[src/salp_params.svh]
// constants for the sensor alarm and lane polarity register bank
// How it works
// - monitor switch field 00 turns monitors off, 11 on; resets on.
// - select field picks voltage pins: none, pin0, pin1 or both.
// - programmed voltage gain applies only while gain-apply bit set; resets one.
// - pin0 sensing and level above upper code raises volt0 over alarm; code resets 6.
// - pin0 sensing and level below lower code raises volt0 under alarm; code resets 2.
// - pin1 sensing and level above upper code raises volt1 over status; resets 6.
// - pin1 sensing and level below lower code raises volt1 under status; resets 2.
// - monitor on and temperature above upper code raises temp over alarm; resets 6.
// - monitor on and temperature below lower code raises temp under alarm; resets 2.
// - missing frame-valid alarm reported only while CSI mask bit 5 is one.
// - PHY sync faults gated by bit 4, PHY control faults by bit 3; reset one.
// - header ECC bit 2, checksum bit 1, length bit 0 gate alarms; reset one.
// - temp over forwarded when sense mask bit 5 set, under with bit 4; reset zero.
// - volt1 over forwarded with sense bit 3, under with bit 2; reset zero.
// - volt0 over forwarded with sense bit 1, under with bit 0; reset zero.
// - back-channel CRC alarm gated by bit 1, link-detect by bit 0; reset zero.
// - P/N swap of clock lane by bit 4, data lanes 3..0 by bits 3..0.
// - low-power polarity invert of clock lane by bit 4, data lanes by bits 3..0.
// - voltage gain equals 128 divided by seven-bit gain code; code resets 0x20.
`ifndef SALP_PARAMS_SVH
`define SALP_PARAMS_SVH
`define SALP_IDX_MONCTL   8'h17
`define SALP_IDX_GAINCTL  8'h18
`define SALP_IDX_V0LIM    8'h19
`define SALP_IDX_V1LIM    8'h1A
`define SALP_IDX_TLIM     8'h1B
`define SALP_IDX_CSIMASK  8'h1C
`define SALP_IDX_SENSMASK 8'h1D
`define SALP_IDX_BCMASK   8'h1E
`define SALP_IDX_SPARE    8'h1F
`define SALP_IDX_PNSWAP   8'h20
`define SALP_IDX_LPSWAP   8'h21
`define SALP_IDX_GAINCODE 8'h30
`define SALP_IDX_STATUS   8'h31
`define SALP_RST_MONCTL   8'h3C
`define SALP_RST_GAINCTL  8'h80
`define SALP_RST_LIM      8'h62
`define SALP_RST_CSIMASK  8'h3F
`define SALP_RST_ZERO     8'h00
`define SALP_RST_GAINCODE 7'h20
`define SALP_MON_OFF      2'h0
`define SALP_MON_ON       2'h3
`define SALP_GAIN_NUM     8'h80
`define SALP_GAIN_UNITY   8'h01
`define SALP_MASK_PN      8'h1F
`define SALP_MASK_LP      8'h1F
`define SALP_MASK_CSI     8'h3F
`define SALP_MASK_SENS    8'h3F
`define SALP_MASK_BC      8'h03
`define SALP_MASK_V0LIM   8'h77
`define SALP_MASK_GAINCTL 8'h80
`define SALP_BIT_GAINEN   7
`define SALP_RESP_OKAY    2'h0
`define SALP_RESP_SLVERR  2'h2
`endif

[src/salp_pkg.sv]
// types shared by the register bank
package salp_pkg;
    typedef enum logic [1:0] {SALP_IDLE, SALP_BRESP} salp_wstate_t;
    typedef logic [7:0] salp_byte_t;
endpackage

[src/sensor_alarm_lane_polarity_regs.sv]
// register bank for monitors, alarm masks and lane polarity, on AXI4-Lite
//
// Register access over AXI4-Lite was decided locally.
`timescale 1ns/1ps
`include "salp_params.svh"
module sensor_alarm_lane_polarity_regs
    import salp_pkg::*;
(
    input  wire logic        clk,
    input  wire logic        rst,
    input  wire logic [7:0]  s_axi_awaddr,
    input  wire logic        s_axi_awvalid,
    output logic             s_axi_awready,
    input  wire logic [31:0] s_axi_wdata,
    input  wire logic [3:0]  s_axi_wstrb,
    input  wire logic        s_axi_wvalid,
    output logic             s_axi_wready,
    output logic [1:0]       s_axi_bresp,
    output logic             s_axi_bvalid,
    input  wire logic        s_axi_bready,
    input  wire logic [7:0]  s_axi_araddr,
    input  wire logic        s_axi_arvalid,
    output logic             s_axi_arready,
    output logic [31:0]      s_axi_rdata,
    output logic [1:0]       s_axi_rresp,
    output logic             s_axi_rvalid,
    input  wire logic        s_axi_rready,
    input  wire logic [2:0]  tempLevel,
    input  wire logic [2:0]  volt0Level,
    input  wire logic [2:0]  volt1Level,
    input  wire logic        missingFrameEvt,
    input  wire logic        phySyncFaultEvt,
    input  wire logic        phyControlFaultEvt,
    input  wire logic        headerEccEvt,
    input  wire logic        payloadCheckEvt,
    input  wire logic        lengthErrEvt,
    input  wire logic        bcCrcErrEvt,
    input  wire logic        bcLinkDetectEvt,
    output logic             monitorsOn,
    output logic             sensePin0,
    output logic             sensePin1,
    output logic [7:0]       voltageGain,
    output logic [4:0]       pnSwap,
    output logic [4:0]       lpInvert,
    output logic [5:0]       sensorFlags,
    output logic             alarmOut
);
    salp_byte_t   monCtl_r, gainCtl_r, v0Lim_r, v1Lim_r, tLim_r;
    salp_byte_t   csiMask_r, sensMask_r, bcMask_r, pnSwap_r, lpSwap_r;
    logic [6:0]   gainCode_r;
    logic [5:0]   flags_r;
    salp_wstate_t wState_r;
    logic [7:0]   awAddr_r, wData_r;
    logic         awHave_r, wHave_r;
    logic         monOn_r, pin0_r, pin1_r, alarm_r;
    logic [7:0]   gain_r;
    logic [31:0]  rData_r;
    logic         rValid_r, bValid_r;
    logic [1:0]   bResp_r, rResp_r;

    function automatic logic [5:0] word_index(input logic [7:0] addr);
        word_index = addr[7:2];
    endfunction

    function automatic logic idx_is(input logic [7:0] addr, input logic [7:0] idx);
        idx_is = ({2'h0, word_index(addr)} == idx);
    endfunction

    function automatic logic idx_mapped(input logic [7:0] addr);
        idx_mapped = (idx_is(addr, `SALP_IDX_MONCTL) || idx_is(addr, `SALP_IDX_GAINCTL)
            || idx_is(addr, `SALP_IDX_V0LIM) || idx_is(addr, `SALP_IDX_V1LIM)
            || idx_is(addr, `SALP_IDX_TLIM) || idx_is(addr, `SALP_IDX_CSIMASK)
            || idx_is(addr, `SALP_IDX_SENSMASK) || idx_is(addr, `SALP_IDX_BCMASK)
            || idx_is(addr, `SALP_IDX_SPARE) || idx_is(addr, `SALP_IDX_PNSWAP)
            || idx_is(addr, `SALP_IDX_LPSWAP) || idx_is(addr, `SALP_IDX_GAINCODE)
            || idx_is(addr, `SALP_IDX_STATUS));
    endfunction

    // write channel: address and data caught independently, committed together
    wire          awTake   = s_axi_awvalid && !awHave_r && (wState_r == SALP_IDLE);
    wire          wTake    = s_axi_wvalid && !wHave_r && (wState_r == SALP_IDLE);
    wire [7:0]    wAddrEff = awHave_r ? awAddr_r : s_axi_awaddr;
    wire [7:0]    wDataEff = wHave_r ? wData_r : s_axi_wdata[7:0];
    wire          wLane_r;
    logic         wLaneHeld_r;
    assign wLane_r = wLaneHeld_r;
    wire          wLane    = wHave_r ? wLane_r : s_axi_wstrb[0];
    wire          commit   = (wState_r == SALP_IDLE) && (awHave_r || awTake)
                             && (wHave_r || wTake);
    wire          wrOk     = idx_mapped(wAddrEff);
    wire          wrEn     = commit && wrOk && wLane;
    wire          wrMon    = wrEn && idx_is(wAddrEff, `SALP_IDX_MONCTL);
    wire          wrGainC  = wrEn && idx_is(wAddrEff, `SALP_IDX_GAINCTL);
    wire          wrV0     = wrEn && idx_is(wAddrEff, `SALP_IDX_V0LIM);
    wire          wrV1     = wrEn && idx_is(wAddrEff, `SALP_IDX_V1LIM);
    wire          wrT      = wrEn && idx_is(wAddrEff, `SALP_IDX_TLIM);
    wire          wrCsi    = wrEn && idx_is(wAddrEff, `SALP_IDX_CSIMASK);
    wire          wrSens   = wrEn && idx_is(wAddrEff, `SALP_IDX_SENSMASK);
    wire          wrBc     = wrEn && idx_is(wAddrEff, `SALP_IDX_BCMASK);
    wire          wrPn     = wrEn && idx_is(wAddrEff, `SALP_IDX_PNSWAP);
    wire          wrLp     = wrEn && idx_is(wAddrEff, `SALP_IDX_LPSWAP);
    wire          wrGain   = wrEn && idx_is(wAddrEff, `SALP_IDX_GAINCODE);
    wire          wrStat   = wrEn && idx_is(wAddrEff, `SALP_IDX_STATUS);

    // monitor decode
    wire          monOnNxt  = (monCtl_r[3:2] == `SALP_MON_ON);
    wire          pin0Nxt   = monOnNxt && monCtl_r[0];
    wire          pin1Nxt   = monOnNxt && monCtl_r[1];
    // zero code has no defined gain; it is treated as unity to avoid a divide by zero
    wire [7:0]    gainRatio = (gainCode_r == 7'h00) ? `SALP_GAIN_UNITY
                              : `SALP_GAIN_NUM / {1'b0, gainCode_r};
    wire [7:0]    gainNxt   = gainCtl_r[`SALP_BIT_GAINEN] ? gainRatio
                              : `SALP_GAIN_UNITY;

    wire          v0Over, v0Under, v1Over, v1Under, tOver, tUnder;
    salp_limit_cmp uV0
    (
        .level     (volt0Level),
        .upperCode (v0Lim_r[6:4]),
        .lowerCode (v0Lim_r[2:0]),
        .active    (pin0_r),
        .over      (v0Over),
        .under     (v0Under)
    );
    salp_limit_cmp uV1
    (
        .level     (volt1Level),
        .upperCode (v1Lim_r[6:4]),
        .lowerCode (v1Lim_r[2:0]),
        .active    (pin1_r),
        .over      (v1Over),
        .under     (v1Under)
    );
    salp_limit_cmp uT
    (
        .level     (tempLevel),
        .upperCode (tLim_r[6:4]),
        .lowerCode (tLim_r[2:0]),
        .active    (monOn_r),
        .over      (tOver),
        .under     (tUnder)
    );

    // flag order: t over, t under, volt1_high_alarm_on, volt1_low_alarm_on, volt0_high_alarm_on, volt0_low_alarm_on
    wire [5:0]    crossing  = {tOver, tUnder, v1Over, v1Under, v0Over, v0Under};
    // write-one-to-clear, but a new crossing wins over the clear
    wire [5:0]    flagsNxt  = (flags_r & ~(wrStat ? wDataEff[5:0] : 6'h00)) | crossing;
    wire          senseAlm  = |(flags_r & sensMask_r[5:0]);
    wire          csiAlm    = |({missingFrameEvt, phySyncFaultEvt, phyControlFaultEvt,
                                headerEccEvt, payloadCheckEvt, lengthErrEvt}
                                & csiMask_r[5:0]);
    wire          bcAlm     = |({bcCrcErrEvt, bcLinkDetectEvt} & bcMask_r[1:0]);

    // read decode
    wire [7:0]    rAddr   = s_axi_araddr;
    wire          rdOk    = idx_mapped(rAddr);
    wire [7:0]    rdByte  =
        idx_is(rAddr, `SALP_IDX_MONCTL)   ? monCtl_r   :
        idx_is(rAddr, `SALP_IDX_GAINCTL)  ? gainCtl_r  :
        idx_is(rAddr, `SALP_IDX_V0LIM)    ? v0Lim_r    :
        idx_is(rAddr, `SALP_IDX_V1LIM)    ? v1Lim_r    :
        idx_is(rAddr, `SALP_IDX_TLIM)     ? tLim_r     :
        idx_is(rAddr, `SALP_IDX_CSIMASK)  ? csiMask_r  :
        idx_is(rAddr, `SALP_IDX_SENSMASK) ? sensMask_r :
        idx_is(rAddr, `SALP_IDX_BCMASK)   ? bcMask_r   :
        idx_is(rAddr, `SALP_IDX_PNSWAP)   ? pnSwap_r   :
        idx_is(rAddr, `SALP_IDX_LPSWAP)   ? lpSwap_r   :
        idx_is(rAddr, `SALP_IDX_GAINCODE) ? {1'b0, gainCode_r} :
        idx_is(rAddr, `SALP_IDX_STATUS)   ? {2'h0, flags_r} : 8'h00;
    wire          arTake  = s_axi_arvalid && !rValid_r;

    always_ff @(posedge clk)
    begin
        if (rst)
        begin
            awHave_r    <= 1'b0;
            wHave_r     <= 1'b0;
            awAddr_r    <= 8'h00;
            wData_r     <= 8'h00;
            wLaneHeld_r <= 1'b0;
            wState_r    <= SALP_IDLE;
            bValid_r    <= 1'b0;
            bResp_r     <= `SALP_RESP_OKAY;
        end
        else
        begin
            case (wState_r)
                SALP_IDLE:
                begin
                    if (commit)
                    begin
                        awHave_r <= 1'b0;
                        wHave_r  <= 1'b0;
                        bValid_r <= 1'b1;
                        bResp_r  <= wrOk ? `SALP_RESP_OKAY : `SALP_RESP_SLVERR;
                        wState_r <= SALP_BRESP;
                    end
                    else
                    begin
                        if (awTake)
                        begin
                            awHave_r <= 1'b1;
                            awAddr_r <= s_axi_awaddr;
                        end
                        if (wTake)
                        begin
                            wHave_r     <= 1'b1;
                            wData_r     <= s_axi_wdata[7:0];
                            wLaneHeld_r <= s_axi_wstrb[0];
                        end
                    end
                end
                SALP_BRESP:
                begin
                    if (s_axi_bready)
                    begin
                        bValid_r <= 1'b0;
                        wState_r <= SALP_IDLE;
                    end
                end
                default:
                    wState_r <= SALP_IDLE;
            endcase
        end
    end

    always_ff @(posedge clk)
    begin
        if (rst)
        begin
            monCtl_r   <= `SALP_RST_MONCTL;
            gainCtl_r  <= `SALP_RST_GAINCTL;
            v0Lim_r    <= `SALP_RST_LIM;
            v1Lim_r    <= `SALP_RST_LIM;
            tLim_r     <= `SALP_RST_LIM;
            csiMask_r  <= `SALP_RST_CSIMASK;
            sensMask_r <= `SALP_RST_ZERO;
            bcMask_r   <= `SALP_RST_ZERO;
            pnSwap_r   <= `SALP_RST_ZERO;
            lpSwap_r   <= `SALP_RST_ZERO;
            gainCode_r <= `SALP_RST_GAINCODE;
            flags_r    <= 6'h00;
        end
        else
        begin
            if (wrMon)   monCtl_r   <= wDataEff;
            if (wrGainC) gainCtl_r  <= wDataEff & `SALP_MASK_GAINCTL;
            if (wrV0)    v0Lim_r    <= wDataEff & `SALP_MASK_V0LIM;
            if (wrV1)    v1Lim_r    <= wDataEff & `SALP_MASK_V0LIM;
            if (wrT)     tLim_r     <= wDataEff & `SALP_MASK_V0LIM;
            if (wrCsi)   csiMask_r  <= wDataEff & `SALP_MASK_CSI;
            if (wrSens)  sensMask_r <= wDataEff & `SALP_MASK_SENS;
            if (wrBc)    bcMask_r   <= wDataEff & `SALP_MASK_BC;
            if (wrPn)    pnSwap_r   <= wDataEff & `SALP_MASK_PN;
            if (wrLp)    lpSwap_r   <= wDataEff & `SALP_MASK_LP;
            if (wrGain)  gainCode_r <= wDataEff[6:0];
            flags_r <= flagsNxt;
        end
    end

    always_ff @(posedge clk)
    begin
        if (rst)
        begin
            rValid_r <= 1'b0;
            rData_r  <= 32'h0000_0000;
            rResp_r  <= `SALP_RESP_OKAY;
            monOn_r  <= 1'b0;
            pin0_r   <= 1'b0;
            pin1_r   <= 1'b0;
            gain_r   <= `SALP_GAIN_UNITY;
            alarm_r  <= 1'b0;
        end
        else
        begin
            if (arTake)
            begin
                rValid_r <= 1'b1;
                rData_r  <= {24'h00_0000, rdByte};
                rResp_r  <= rdOk ? `SALP_RESP_OKAY : `SALP_RESP_SLVERR;
            end
            else if (s_axi_rready)
            begin
                rValid_r <= 1'b0;
            end
            monOn_r <= monOnNxt;
            pin0_r  <= pin0Nxt;
            pin1_r  <= pin1Nxt;
            gain_r  <= gainNxt;
            alarm_r <= senseAlm | csiAlm | bcAlm;
        end
    end

    assign s_axi_awready = awTake;
    assign s_axi_wready  = wTake;
    assign s_axi_bvalid  = bValid_r;
    assign s_axi_bresp   = bResp_r;
    assign s_axi_arready = arTake;
    assign s_axi_rvalid  = rValid_r;
    assign s_axi_rdata   = rData_r;
    assign s_axi_rresp   = rResp_r;
    assign monitorsOn    = monOn_r;
    assign sensePin0     = pin0_r;
    assign sensePin1     = pin1_r;
    assign voltageGain   = gain_r;
    assign pnSwap        = pnSwap_r[4:0];
    assign lpInvert      = lpSwap_r[4:0];
    assign sensorFlags   = flags_r;
    assign alarmOut      = alarm_r;
endmodule // sensor_alarm_lane_polarity_regs

[src/salp_limit_cmp.sv]
// window comparator for one monitored quantity
`timescale 1ns/1ps
module salp_limit_cmp
(
    input  wire logic [2:0] level,
    input  wire logic [2:0] upperCode,
    input  wire logic [2:0] lowerCode,
    input  wire logic       active,
    output logic            over,
    output logic            under
);
    assign over  = active && (level > upperCode);
    assign under = active && (level < lowerCode);
endmodule // salp_limit_cmp

[config.mk]
export PLATFORM = sky130hd
export DESIGN_NAME = sensor_alarm_lane_polarity_regs
export DESIGN_NICKNAME = d
export VERILOG_FILES = /design/src/salp_pkg.sv /design/src/sensor_alarm_lane_polarity_regs.sv /design/src/salp_limit_cmp.sv
export VERILOG_INCLUDE_DIRS = /design/src
export SDC_FILE = /design/constraint.sdc
export NUM_CORES = 1
export LEC_CHECK = 0
export BUFFER_PORTS_ARGS = -buffer_cell sky130_fd_sc_hd__buf_2
export CAP_MARGIN = 15
export CORE_UTILIZATION = 50
export CTS_CLUSTER_SIZE = 10
export DETAILED_ROUTE_END_ITERATION = 8
export PLACE_DENSITY = 0.84
export REMOVE_ABC_BUFFERS = 1
export SLEW_MARGIN = 20
export SYNTH_ARGS = -nofsm -noshare
export SYNTH_HDL_FRONTEND = slang
export SYNTH_SLANG_ARGS = --single-unit
[constraint.sdc]
create_clock -name clk -period 22.8 [get_ports clk]
set_input_delay 2.28 -clock clk [delete_from_list [all_inputs] [get_ports clk]]
set_output_delay 2.28 -clock clk [all_outputs]
set_load 0.01 [all_outputs]
**Yosys cells after proc, flatten, opt, wreduce, memory -nomap -nowiden**

Index checks and enable logic that the tools add are counted.

- Input bits: 76
- Output and inout port bits: 69
- Flip-flop bits (word level): 111

- Magnitude comparators: 6
- Mux-type cells: 30
- Equal/unequal tests: 30
- Divide/modulo/power cells: 1
- Reduce and logical (&&, ||, !) cells: 75
- Bitwise gates (word level): 10

Operator list:

| cell | count |
|---|---|
| $eq A6 B5 Y1 const B | 18 |
| $mux W7 | 9 |
| $eq A6 B6 Y1 const B | 8 |
| $mux W8 | 4 |
| $logic_and A1 B1 Y1 | 29 |
| $logic_or A1 B1 Y1 | 26 |
| $and A6 B6 Y6 | 3 |
| $mux W6 | 2 |
| $reduce_or A6 Y1 | 2 |
| $gt A3 B3 Y1 | 3 |
| $lt A3 B3 Y1 | 3 |
| $mux W1 | 9 |
| $reduce_and A3 Y1 | 3 |
| $div A8 B7 Y8 const A | 1 |
| $mux W2 | 4 |
| $reduce_and A2 Y1 | 4 |
| $reduce_bool A2 Y1 | 4 |
| $logic_not A7 Y1 | 1 |
| $not A6 Y6 | 1 |
| $or A6 B6 Y6 | 1 |
| $ne A2 B2 Y1 const B | 2 |
| $pmux W2 S2 | 1 |
| $logic_not A1 Y1 | 3 |
| $reduce_or A3 Y1 | 1 |
| 8 further kinds | 10 |

**Longest topological paths before layout**

Gate-level depths: netlist (run 1).

- Word-level depth: 21
- Depth in mapped cells: 48
- Depth with buffers taken out: 45

**Modules after synthesis**

A second synthesis (run 1) with hierarchy kept.

- Cell total of the unflattened synthesis: 804
- Area total of the unflattened synthesis: 6,717.7 sq um

By module, submodules not included:

| module | instances | cells each | sequential area each (sq um) | area an instance (sq um) |
|---|---|---|---|---|
| sensor_alarm_lane_polarity_regs | 1 | 747 | 2,102.0 | 6,304.8 |
| salp_limit_cmp | 3 | 19 | 0.0 | 137.6 |

**Worst setup path before layout (run 1)**

No wires, ideal clock.

- Path type: register -> register
- Start: reg gainCode_r[0]
- End: reg gain_r[0], in the netlist voltageGain[0]
- Clock period less this slack: 9.478 ns
- Arrival: 9.338 ns
- Slack: 13.322 ns
- Data required time: 22.659 ns
- Cell stages (with the launch flop): 44
- Cells stage by stage: dfxtp_1 -> buf_4 -> clkbuf_1 -> nand3_1 -> ha_1 -> mux2_2 -> mux2_1 -> or2_2 -> ha_1 -> a21oi_1 -> o21ai_4 -> nor3_1 -> nor2_1 -> ha_1 -> a21o_1 -> a31oi_1 -> or2_0 -> buf_2 -> [8 not listed] -> ha_1 -> inv_1 -> o21ai_0 -> o21ai_2 -> a21o_1 -> a2111oi_0 -> nor2_1 -> ha_1 -> and3_1 -> a41o_1 -> or2_1 -> clkbuf_1 -> mux2_2 -> ha_1 -> a21o_1 -> a211o_1 -> a311oi_1 -> o311ai_1

- Longest elaborated chain between the ends: 2

Ends and longest elaborated chain:

| item | line | text |
|---|---|---|
| start: declaration | sensor_alarm_lane_polarity_regs.sv:50 | `logic [6:0] gainCode_r;` |
| start signal: assignment | sensor_alarm_lane_polarity_regs.sv:241 | `` gainCode_r <= `SALP_RST_GAINCODE; `` |
| start signal: assignment | sensor_alarm_lane_polarity_regs.sv:256 | `if (wrGain) gainCode_r <= wDataEff[6:0];` |
| parallel branches: the longest is 2 deep, another holds $div A8 B7 Y8 | n/a |  |
| end signal: assignment | sensor_alarm_lane_polarity_regs.sv:271 | `` gain_r <= `SALP_GAIN_UNITY; `` |
| end signal: assignment | sensor_alarm_lane_polarity_regs.sv:289 | `gain_r <= gainNxt;` |
| end: declaration | sensor_alarm_lane_polarity_regs.sv:56 | `logic [7:0] gain_r;` |

Several ways; the timed one is not identified.
A chain may end at the register's enable or synchronous reset.

**Worst setup path in the final report (run 1)**

- Start: reg gainCode_r[6]
- End: reg gain_r[0], in the netlist voltageGain[0]

Same word-level chain as after synthesis.

==> results of run 1 <==
power groups by stage:
stage	registers (mW)	logic, mW	clock network (mW)
after floorplan	0.197	0.0319	0
after global placement	0.196	0.0532	0
after detailed placement	0.196	0.0538	0
after CTS	0.192	0.0542	0.165
after global routing	0.192	0.0600	0.171
final	0.192	0.0548	0.165
area by class of cell:
type,count,area [um^2]
clock inverters,4,58.8
inverters,36,135
flip-flops and latches,105,2100
well taps,176,220
fillers,1213,5740
clock buffers,12,246
repair buffers,89,450
multi-input cells,625,4290
metrics by stage:
step / instances / cell area [um^2] / util, % / hold slack (ps)
2_1_floorplan: 766 / 6520 / - / 427
3_3_place_gp: 1031 / 7190 / 54.3 / 438
3_5_place_dp: 1031 / 7190 / 54.3 / 444
4_1_cts: 1047 / 7500 / 56.6 / 454
5_1_grt: 1047 / 7500 / 56.6 / 474
6_report: 1047 / 7500 / 56.6 / 453
cell families after synthesis:
group	synth area share [%]
AOI/OAI and AO/OA	22.0
DFF	31.0
buffers and inverters	7.25
and+or+nand+nor	21.5
adders and majority gates	7.56
muxes	9.46
other	0.0553
xor gates and xnor gates	1.16
worst reg2reg max path, delay by kind of cell, from the launching register on:
kind,cells,cell delay (ps)
AO/OA/AOI/OAI,17,3860
AND/OR/NAND/NOR,13,2860
adder cells (fa/ha/maj),7,2380
multiplexers,4,1220
flip-flops,1,410
buffers and inverters,1,90
metal layers:
metal	vias to the layer above	track usage [%]	routed length, um
li1	2992	-	-
met1	2905	31.2	7620
met2	199	42.4	8340
met3	25	4.34	955
met4	0	9.02	348
met5	-	0	0
path summary, 6_finish.rpt:
| kind | start | endpoint | depth (start not counted) |
|---|---|---|---|
| max reg2reg | gainCode_r[6] | voltageGain[0] | 42 |
| min reg2reg | wData_r[7] | wData_r[7] | 2 |
| max | gainCode_r[6] | voltageGain[0] | 42 |
| min | wData_r[7] | wData_r[7] | 2 |
state kept, by name (all words and copies together) (netlist names), 2 cells and up:
name	count
wData_r	8
sensorFlags	6
tLim_r	6
csiMask_r	6
gainCode_r	7
awAddr_r	6
voltageGain	8
s_axi_rdata	8
v0Lim_r	6
sensMask_r	6
monCtl_r	8
v1Lim_r	6
lpSwap_r	5
pnSwap_r	5
bcMask_r	2
cell usage in the layout, fill, tap and decap left out, drive strengths merged, types with 9 or more instances in the layout:
cell type | netlist | layout
ha | 41 | 41
a31oi | 9 | 9
nor3 | 23 | 23
a21oi | 46 | 46
buf | 44 | 89
nand3 | 21 | 21
inv | 35 | 38
mux2i | 40 | 40
clkbuf | 17 | 12
nand2b | 11 | 11
dfxtp | 105 | 105
or2 | 13 | 13
o211ai | 10 | 10
conb | 1 | 26
o21ai | 31 | 31
nand2 | 54 | 54
a211oi | 25 | 25
mux2 | 12 | 12
nor3b | 10 | 10
a211o | 21 | 21
o21a | 9 | 9
nor2b | 14 | 14
nor2 | 105 | 105
==> key figures, run 1 <==
Run status
  – Status: finished, final reports clean

Critical path
  – Startpoint types: flip-flop
  – WP data required: 23020 ps
  – Worst EP arrival: 11180 ps
  – Setup CP Type: flip-flop to flip-flop
  – Largest delay share family, worst path: compound AO/OA/AOI/OAI gates
  – CP Max Fanout: 10
  – Crit path max-delay cell type: or2_0
  – Endpoint class of the critical path: flip-flop
  – Crit path buf inv count: 1
  – R2r setup slk: 11840 ps
  – CP peak stage delay: 470 ps
  – Most used cell, CP: ha_1

Place
  – IO Port Bufs: 87
  – Final HPWL DP: 12.8 mm
  – GP Congestion: 0.905
  – Post-Place Worst Slack: 11930 ps

Die
  – Io pins: 145
  – Chip Height: 118 um
  – DIE WIDTH: 118 um
  – Initial core utilization: 51.2%
  – Core box area: 13200 um^2
  – Row count: 42
  – DIE AREA: 14000 um^2

Routing
  – Drt wl/cell: 16.5 um
  – Drt pass-1 iters: 5
  – Iteration-0 DRC Markers: 532
  – Routed wire length: 17.3 mm
  – Routed vias/inst: 5.85
  – Detail Route Antenna Nets: 0
  – Via count: 6121
  – Drc violations: 0

Global route
  – GRT overflow: 0
  – Initial antenna violation count: 0
  – First-pass GRT wire length: 27.8 mm
  – Pin count of the biggest net entering global routing: 53
  – Vias in the first global route: 5619
  – Tot GR Track Use: 24.8%

STA
  – Setup ws final: 11840 ps
  – Clk_skew: 7.63 ps
  – Slew Limit Headroom: 31.4%
  – Max Clk Rate: 91.3 MHz
  – Final Max Tran Viols: 0
  – Fin. Hold Viols: 0
  – Final setup vio count: 0
  – RSZ-0062 raised after global routing: false
  – Final min period: 10960 ps
  – Final period utilization: 48.1%
  – Worst Tran Pin Value: 1000 ps
  – Setup TNS: 0 ps

Layout
  – Layout cells sized above 1: 18.0%
  – Layout area overhead: 10.5%
  – Final #Nets: 983
  – Antenna cells: 0

CTS
  – Clk sinks: 105
  – Total CTS buffers: 9
  – Post-CTS Setup Bufs: 0
  – PostCTS Resize Cnt: 0
  – Root buffer cell: clkbuf_16
  – Htree depth: 3
  – Max Buffers Root-to-Sink: 2
  – CTS tree: done
  – Hold_buf cts: 0
  – Worst-Skew Late Latency: 360 ps
  – CTS clk-pin slew, worst paths: 70 ps

Synth
  – Synthesis Warnings: 0
  – Synth area leader: dfxtp_1
  – Top-area cell type share of the netlist area: 31.0%
  – Mapped Avg Cell Area: 8.46 um^2
  – Yosys cell types: 84
  – FF+latch count, synth: 105
  – Ys flop type: dfxtp_1
  – Post-synth EDFFs: 0
  – Top-count cell post-synth: dfxtp_1
  – Cells after Synth: 802
  – Area contributors post-synth: dfxtp_1 (31%), ha_1 (7.6%), mux2i_1 (5.8%), nor2_1 (5.6%), a21oi_1 (3.4%)
  – Async SR Flop Fraction: 0%
  – Mapped Area: 6790 um^2
  – Commonest cells post-synth: dfxtp_1 (105), nor2_1 (101), nand2_1 (50)
  – Post-synthesis sequential area ratio: 31.0%

Pwr
  – Max IR drop VDD: 0.0494 mV
  – Sw Ratio: 27.5%
  – Power share of the combinational group: 13.3%
  – Sequential share of power: 46.6%
  – Sw power: 0.113 mW
  – Clock power frac: 40.1%
  – P_int: 0.298 mW
  – Final Total Pwr: 0.412 mW
  – Leak: 3.28 nW
  – Pwr/cell area: 54.9 nW/um^2

Run
  – Max Cap Violations: 0

Min path
  – Hold Crit Class: flip-flop to flip-flop
Note: power is estimated with default switching activity, not from simulation.
==> run 2, diff against run 1 <==
Settings changed: ABC_AREA set to 1, PLACE_DENSITY 0.84 to 0.87.
Clock period 22.8 ns to 9.4 ns, I/O delays scaled along.
==> run 2 against run 1 <==
Net effect:
- sequential share of layout area decreased by 0.14 points
- clock power increased by 140%
- die area decreased by 1.2%
- clock skew increased by 3.1 ps
- non-clock buffer count increased by 5
- sequential power increased by 150%
- fmax increased by 32%
- critical path depth increased by 14
- total power increased to 2.5 times the previous value
- synthesized area decreased by 1.2%
- design area increased by 0.48%
==> key figures, run 2 <==
Run status
  – Status: finished, final reports clean (unchanged)

Layout
  – Commonest non-fill, non-tap cell in the layout: nand2_1 (was dfxtp_1)
  – Layout cells sized above 1: 13.8% (was 18.0%)
  – Utilization after layout: 58.8% (was 56.6%)
  – Final #Nets: 1223 (was 983)
  – Layout area overhead: 12.4% (was 10.5%)
  – Most frequent cells in the layout: nand2_1 (260), inv_1 (120), dfxtp_1 (105), a21oi_1 (91), buf_2 (87) (was dfxtp_1 (105), nor2_1 (101), buf_2 (87), nand2_1 (50), a21oi_1 (46))

Synth
  – Area contributors post-synth: dfxtp_1 (31%), nand2_1 (15%), ha_1 (7.7%), a21oi_1 (6.8%), inv_1 (6.7%) (was dfxtp_1 (31%), ha_1 (7.6%), mux2i_1 (5.8%), nor2_1 (5.6%), a21oi_1 (3.4%))
  – Ys flop type: dfxtp_1 (unchanged)
  – Synth area leader: dfxtp_1 (unchanged)
  – Yosys cell types: 44 (was 84)
  – Mapped Avg Cell Area: 6.57 um^2 (was 8.46 um^2)
  – Commonest cells post-synth: nand2_1 (260), inv_1 (120), dfxtp_1 (105) (was dfxtp_1 (105), nor2_1 (101), nand2_1 (50))
  – Mapped Area: 6710 um^2 (was 6790 um^2)
  – Post-synthesis sequential area ratio: 31.3% (was 31.0%)
  – Async SR Flop Fraction: 0% (unchanged)
  – Synthesis Warnings: 0 (unchanged)
  – Top-count cell post-synth: nand2_1 (was dfxtp_1)
  – Top-area cell type share of the netlist area: 31.3% (was 31.0%)
  – Post-synth EDFFs: 0 (unchanged)
  – Cells after Synth: 1021 (was 802)
  – FF+latch count, synth: 105 (unchanged)

Min path
  – HP Start: awAddr_r[6] (was wData_r[7])
  – Hold Crit Class: flip-flop to flip-flop (unchanged)

Pwr
  – Leak: 3.63 nW (was 3.28 nW)
  – Clock power frac: 38.2% (was 40.1%)
  – Pwr/cell area: 137 nW/um^2 (was 54.9 nW/um^2)
  – Power share of the combinational group: 15.9% (was 13.3%)
  – P_int: 0.722 mW (was 0.298 mW)
  – Max IR drop VDD: 0.165 mV (was 0.0494 mV)
  – Sw power: 0.312 mW (was 0.113 mW)
  – Final Total Pwr: 1.03 mW (was 0.412 mW)
  – Sw Ratio: 30.2% (was 27.5%)
  – Sequential share of power: 45.9% (was 46.6%)

STA
  – Setup ws final: 1090 ps (was 11840 ps)
  – RSZ-0062 raised after global routing: false (unchanged)
  – Final period utilization: 88.4% (was 48.1%)
  – Final setup vio count: 0 (unchanged)
  – Final Max Tran Viols: 0 (unchanged)
  – Slew Limit Headroom: 32.7% (was 31.4%)
  – Max Clk Rate: 120 MHz (was 91.3 MHz)
  – Setup TNS: 0 ps (unchanged)
  – Worst Tran Pin Value: 1010 ps (was 1000 ps)
  – Final min period: 8310 ps (was 10960 ps)
  – Fin. Hold Viols: 0 (unchanged)
  – Clk_skew: 10.7 ps (was 7.63 ps)

Die
  – Initial core utilization: 52.3% (was 51.2%)
  – Chip Height: 118 um (about the same)
  – DIE WIDTH: 118 um (about the same)
  – Core box area: 12800 um^2 (was 13200 um^2)
  – Io pins: 145 (unchanged)
  – Row count: 41 (was 42)
  – DIE AREA: 13900 um^2 (was 14000 um^2)

Routing
  – Routed wire length: 18.6 mm (was 17.3 mm)
  – Detail Route Antenna Nets: 0 (unchanged)
  – Drt wl/cell: 14.5 um (was 16.5 um)
  – Drt pass-1 iters: 9 (was 5)
  – Via count: 6964 (was 6121)
  – Iteration-0 DRC Markers: 655 (was 532)
  – Routed vias/inst: 5.42 (was 5.85)
  – Drc violations: 0 (unchanged)

Global route
  – Tot GR Track Use: 26.7% (was 24.8%)
  – First-pass GRT wire length: 29.8 mm (was 27.8 mm)
  – Vias in the first global route: 6202 (was 5619)
  – Pin count of the biggest net entering global routing: 63 (was 53)
  – Initial antenna violation count: 1 (was 0)
  – GRT overflow: 0 (unchanged)

Critical path
  – CP Max Fanout: 10 (unchanged)
  – CP peak stage delay: 380 ps (was 470 ps)
  – Most used cell, CP: nand2_1 (was ha_1)
  – Worst EP arrival: 8560 ps (was 11180 ps)
  – RR Startpoint: gainCode_r[6] (unchanged)
  – Endpoint class of the critical path: flip-flop (unchanged)
  – Crit path buf inv count: 5 (was 1)
  – Crit path max-delay cell type: ha_1 (was or2_0)
  – Startpoint types: flip-flop (unchanged)
  – Setup CP Type: flip-flop to flip-flop (unchanged)
  – WP data required: 9640 ps (was 23020 ps)
  – Largest delay share family, worst path: simple AND/OR/NAND/NOR gates (was compound AO/OA/AOI/OAI gates)
  – Critical path launch point: gainCode_r[6] (unchanged)

Place
  – IO Port Bufs: 87 (unchanged)
  – GP Congestion: 0.950 (was 0.905)
  – Final HPWL DP: 13.7 mm (was 12.8 mm)
  – Post-Place Worst Slack: 859 ps (was 11930 ps)

CTS
  – CTS tree: done (unchanged)
  – CTS clk-pin slew, worst paths: 70 ps (about the same)
  – Worst-Skew Late Latency: 360 ps (about the same)
  – Htree depth: 3 (unchanged)
  – Clk sinks: 105 (unchanged)
  – Total CTS buffers: 9 (unchanged)
  – Root buffer cell: clkbuf_16 (unchanged)
  – Max Buffers Root-to-Sink: 2 (unchanged)

Run
  – Max Cap Violations: 0 (unchanged)
[run 2: final cells by class]
type	count	area (um^2)
Sequential cell	105	2100
Antenna cell	1	2.50
Clock buffer	10	229
Multi-Input combinational cell	765	3930
Fill cell	1241	5290
Timing Repair Buffer	94	488
Inverter	131	492
Clock inverter	6	73.8
Tap cell	172	215
[run 2: timing repair]
item / in CTS / in global routing
setup endpoints to repair: 0 / 1
setup buffers: 0 / 2
hold buffers: 0 / 0
gates resized for setup: 0 / 5
[run 2: tightest hold or removal path, delay by kind of cell (launching register included)]
family                 cells  cell delay [ps]
AOI/OAI and AO/OA          1               50
buffers and inverters      1               60
DFF                        1              300
[run 2: stage by stage]
step                hold slack [ps]  cell area, um^2  std cells
floorplan                       429             6510       1001
global placement                441             7200       1265
detailed placement              447             7200       1265
CTS                             460             7500       1281
global route                    480             7530       1283
finish                          456             7530       1284
[run 2: per-layer routing]
metal | global-route usage [%] | share of wire (%)
met5 | 0 | 0
met2 | 43.9 | 46
met3 | 6.30 | 8.1
met4 | 12.3 | 3.8
met1 | 32.8 | 42
[run 2: cell families after synthesis]
kind of cell | Yosys count | share of synthesized area [%]
AND/OR/NAND/NOR | 484 | 31.3
adder cells (fa/ha/maj) | 41 | 7.65
other | 1 | 0.0559
flip-flops | 105 | 31.3
buffers and inverters | 176 | 11.6
XOR/XNOR | 15 | 1.96
AO/OA/AOI/OAI | 199 | 16.0
[run 2: path summary, 6_finish.rpt]
path                    endpoint  slack (ps)  cells past startpoint
setup / recovery  voltageGain[0]        1090                     56
hold / removal       awAddr_r[6]         460                      2
setup reg to reg  voltageGain[0]        1090                     56
hold reg to reg      awAddr_r[6]         460                      2
[run 2: power groups by stage]
stage               logic, mW  clock network [mW]  registers, mW
floorplan              0.0974                   0          0.484
global placement        0.158                   0          0.484
detailed placement      0.160                   0          0.484
CTS                     0.161               0.396          0.474
global route            0.180               0.414          0.476
finish                  0.164               0.395          0.474
==> run 3, diff against run 2 <==
Settings changed: ABC_AREA 1 to 0, SETUP_SLACK_MARGIN set to 0.05.
==> run 3 against run 2 <==
Net effect:
- worst setup slack worse by 740 ps
- first-iteration DRC count down 23%
- non-clock buffer count is 53 higher
- hold slack gained 6.3 ps
- clock skew fell by 1.4 ps
- sequential cell count stayed put
- utilization increased by 3.8 points
- clock-buffer cell count is the same
- critical endpoint unchanged
- highest routed layer unchanged
==> key figures, run 3 (synthesis results as in run 1) <==
Layout
  – Utilization after layout: 62.5% (was 58.8%)
  – Fillers: 1126 (was 1241)
  – Final Non-Filler Cells: 1105 (was 1284)
  – Antenna cells: 0 (was 1)
  – Layout area overhead: 22.0% (was 12.4%)
  – Commonest non-fill, non-tap cell in the layout: dfxtp_1 (was nand2_1)
  – Layout cells sized above 1: 27.8% (was 13.8%)
  – Final #Nets: 1041 (was 1223)
  – Most frequent cells in the layout: dfxtp_1 (104), nor2_1 (99), buf_2 (87), buf_4 (58), nand2_1 (49) (was nand2_1 (260), inv_1 (120), dfxtp_1 (105), a21oi_1 (91), buf_2 (87))
  – Finished Cell Area: 8280 um^2 (was 7530 um^2)

Critical path
  – Worst EP arrival: 9270 ps (was 8560 ps)
  – Setup CP Type: flip-flop to flip-flop (unchanged)
  – Startpoint types: flip-flop (unchanged)
  – CP Max Fanout: 5 (was 10)
  – Crit path max-delay cell type: ha_2 (was ha_1)
  – WP data required: 9620 ps (was 9640 ps)
  – Endpoint class of the critical path: flip-flop (unchanged)
  – CP peak stage delay: 370 ps (was 380 ps)

Routing
  – Iteration-0 DRC Markers: 503 (was 655)
  – Drt wl/cell: 17.4 um (was 14.5 um)
  – Detail Route Antenna Nets: 0 (unchanged)
  – Drt pass-1 iters: 5 (was 9)
  – Routed vias/inst: 5.92 (was 5.42)
  – Via count: 6543 (was 6964)
  – Drc violations: 0 (unchanged)
  – Routed wire length: 19.2 mm (was 18.6 mm)

STA
  – Slew Limit Headroom: 26.8% (was 32.7%)
  – Final setup vio count: 0 (unchanged)
  – Clk_skew: 9.31 ps (was 10.7 ps)
  – Max Clk Rate: 111 MHz (was 120 MHz)
  – Worst Tran Pin Value: 1070 ps (was 1010 ps)
  – Setup TNS: 0 ps (unchanged)
  – Fin. Hold Viols: 0 (unchanged)
  – Hold WS: 462 ps (was 456 ps)
  – Final Max Tran Viols: 0 (unchanged)
  – Final min period: 9050 ps (was 8310 ps)
  – Final period utilization: 96.3% (was 88.4%)

Die
  – Initial core utilization: 51.2% (was 52.3%)
  – Core box area: 13200 um^2 (was 12800 um^2)
  – DIE AREA: 14000 um^2 (was 13900 um^2)
  – DIE WIDTH: 118 um (about the same)
  – Row count: 42 (was 41)
  – Io pins: 145 (unchanged)
  – Chip Height: 118 um (about the same)

CTS
  – Worst-Skew Late Latency: 350 ps (was 360 ps)
  – CTS clk-pin slew, worst paths: 80 ps (was 70 ps)
  – Root buffer cell: clkbuf_16 (unchanged)
  – Total CTS buffers: 9 (unchanged)
  – Clk sinks: 105 (unchanged)
  – Hold_buf cts: 0 (unchanged)
  – Max Buffers Root-to-Sink: 2 (unchanged)
  – Htree depth: 3 (unchanged)
  – CTS tree: done (unchanged)

Place
  – IO Port Bufs: 87 (unchanged)
  – Final HPWL DP: 13.6 mm (was 13.7 mm)
  – Placed Instances: 1082 (was 1265)
  – Placement-stage cell area: 7580 um^2 (was 7200 um^2)
  – GP Congestion: 0.898 (was 0.950)

Run
  – Max Cap Violations: 0 (unchanged)

Pwr
  – Max IR drop VDD: 0.144 mV (was 0.165 mV)
  – Leak: 3.61 nW (was 3.63 nW)
  – Pwr/cell area: 118 nW/um^2 (was 137 nW/um^2)

Global route
  – Vias in the first global route: 6022 (was 6202)
  – Pin count of the biggest net entering global routing: 73 (was 63)
  – Tot GR Track Use: 26.7% (about the same)
  – Initial antenna violation count: 0 (was 1)
  – GRT overflow: 0 (unchanged)
  – First-pass GRT wire length: 29.8 mm (about the same)

Run status
  – Status: finished, final reports clean (unchanged)

Min path
  – Hold Crit Class: flip-flop to flip-flop (unchanged)
-- run 3: changes by cell type in the layout (fill, tap and decap cells not counted), moves of 14 or more --
cell,before,now
nand2_1,260,49
inv_1,120,34
nand3_1,75,19
a21oi_1,91,40
buf_4,7,58
o21ai_0,65,23
mux2i_1,0,38
a211o_1,0,21
a211oi_1,3,23
nor2_1,84,99
nor2b_1,0,14
-- run 3: area by class of cell --
class	instances	area, um^2	share of cell area, %
Multi-Input combinational cell	625	4640	56.1
Sequential cell	105	2100	25.4
Timing Repair Buffer	147	893	10.8
Clock buffer	10	239	2.89
Tap cell	176	220	2.66
Inverter	36	135	1.63
Clock inverter	6	46.3	0.559
-- run 3: path summary, 6_finish.rpt --
kind,to,from,cells after the start,slack [ps]
setup / recovery,voltageGain[0],gainCode_r[6],44,350
hold / removal,wLaneHeld_r,wLaneHeld_r,2,460
setup reg to reg,voltageGain[0],gainCode_r[6],44,350
hold reg to reg,wLaneHeld_r,wLaneHeld_r,2,460
-- run 3: stage by stage --
stage	worst slack [ps]	total power [mW]
3_3_place_gp	-97.9	0.608
4_1_cts	50.3	0.977
3_5_place_dp	-304	0.611
5_1_grt	-81.6	1.01
2_1_floorplan	-89.7	0.554
6_report	350	0.981
-- run 3: power breakdown --
part           switching [mW]  leakage, nW  internal (mW)
logic                  0.0862         2.62         0.0575
registers              0.0101        0.853          0.455
clock network           0.181        0.141          0.190
total                   0.278         3.61          0.703
-- run 3: worst max-delay path: cells and delay by family, from the launching register on --
family          cells  cell delay [ps]
compound gates     15             2700
fa+ha+maj           7             2140
simple gates       14             2070
mux                 4             1100
buf+inv             4              560
flops               1              340
-- run 3: repair_timing --
action | 4_1_cts | 5_1_grt
endpoints found under the setup margin | 1 | 1
resized for setup | 16 | 50
buffers inserted | 0 | 7
pin swaps | 7 | 34
-- run 3: metal layers --
layer / vias to the layer above / global-route usage [%] / share of wire, %
li1: 3102 / - / -
met2: 290 / 47.0 / 51
met4: 0 / 8.94 / 3.1
met3: 52 / 4.87 / 6.2
met1: 3099 / 32.6 / 40
met5: - / 0 / 0
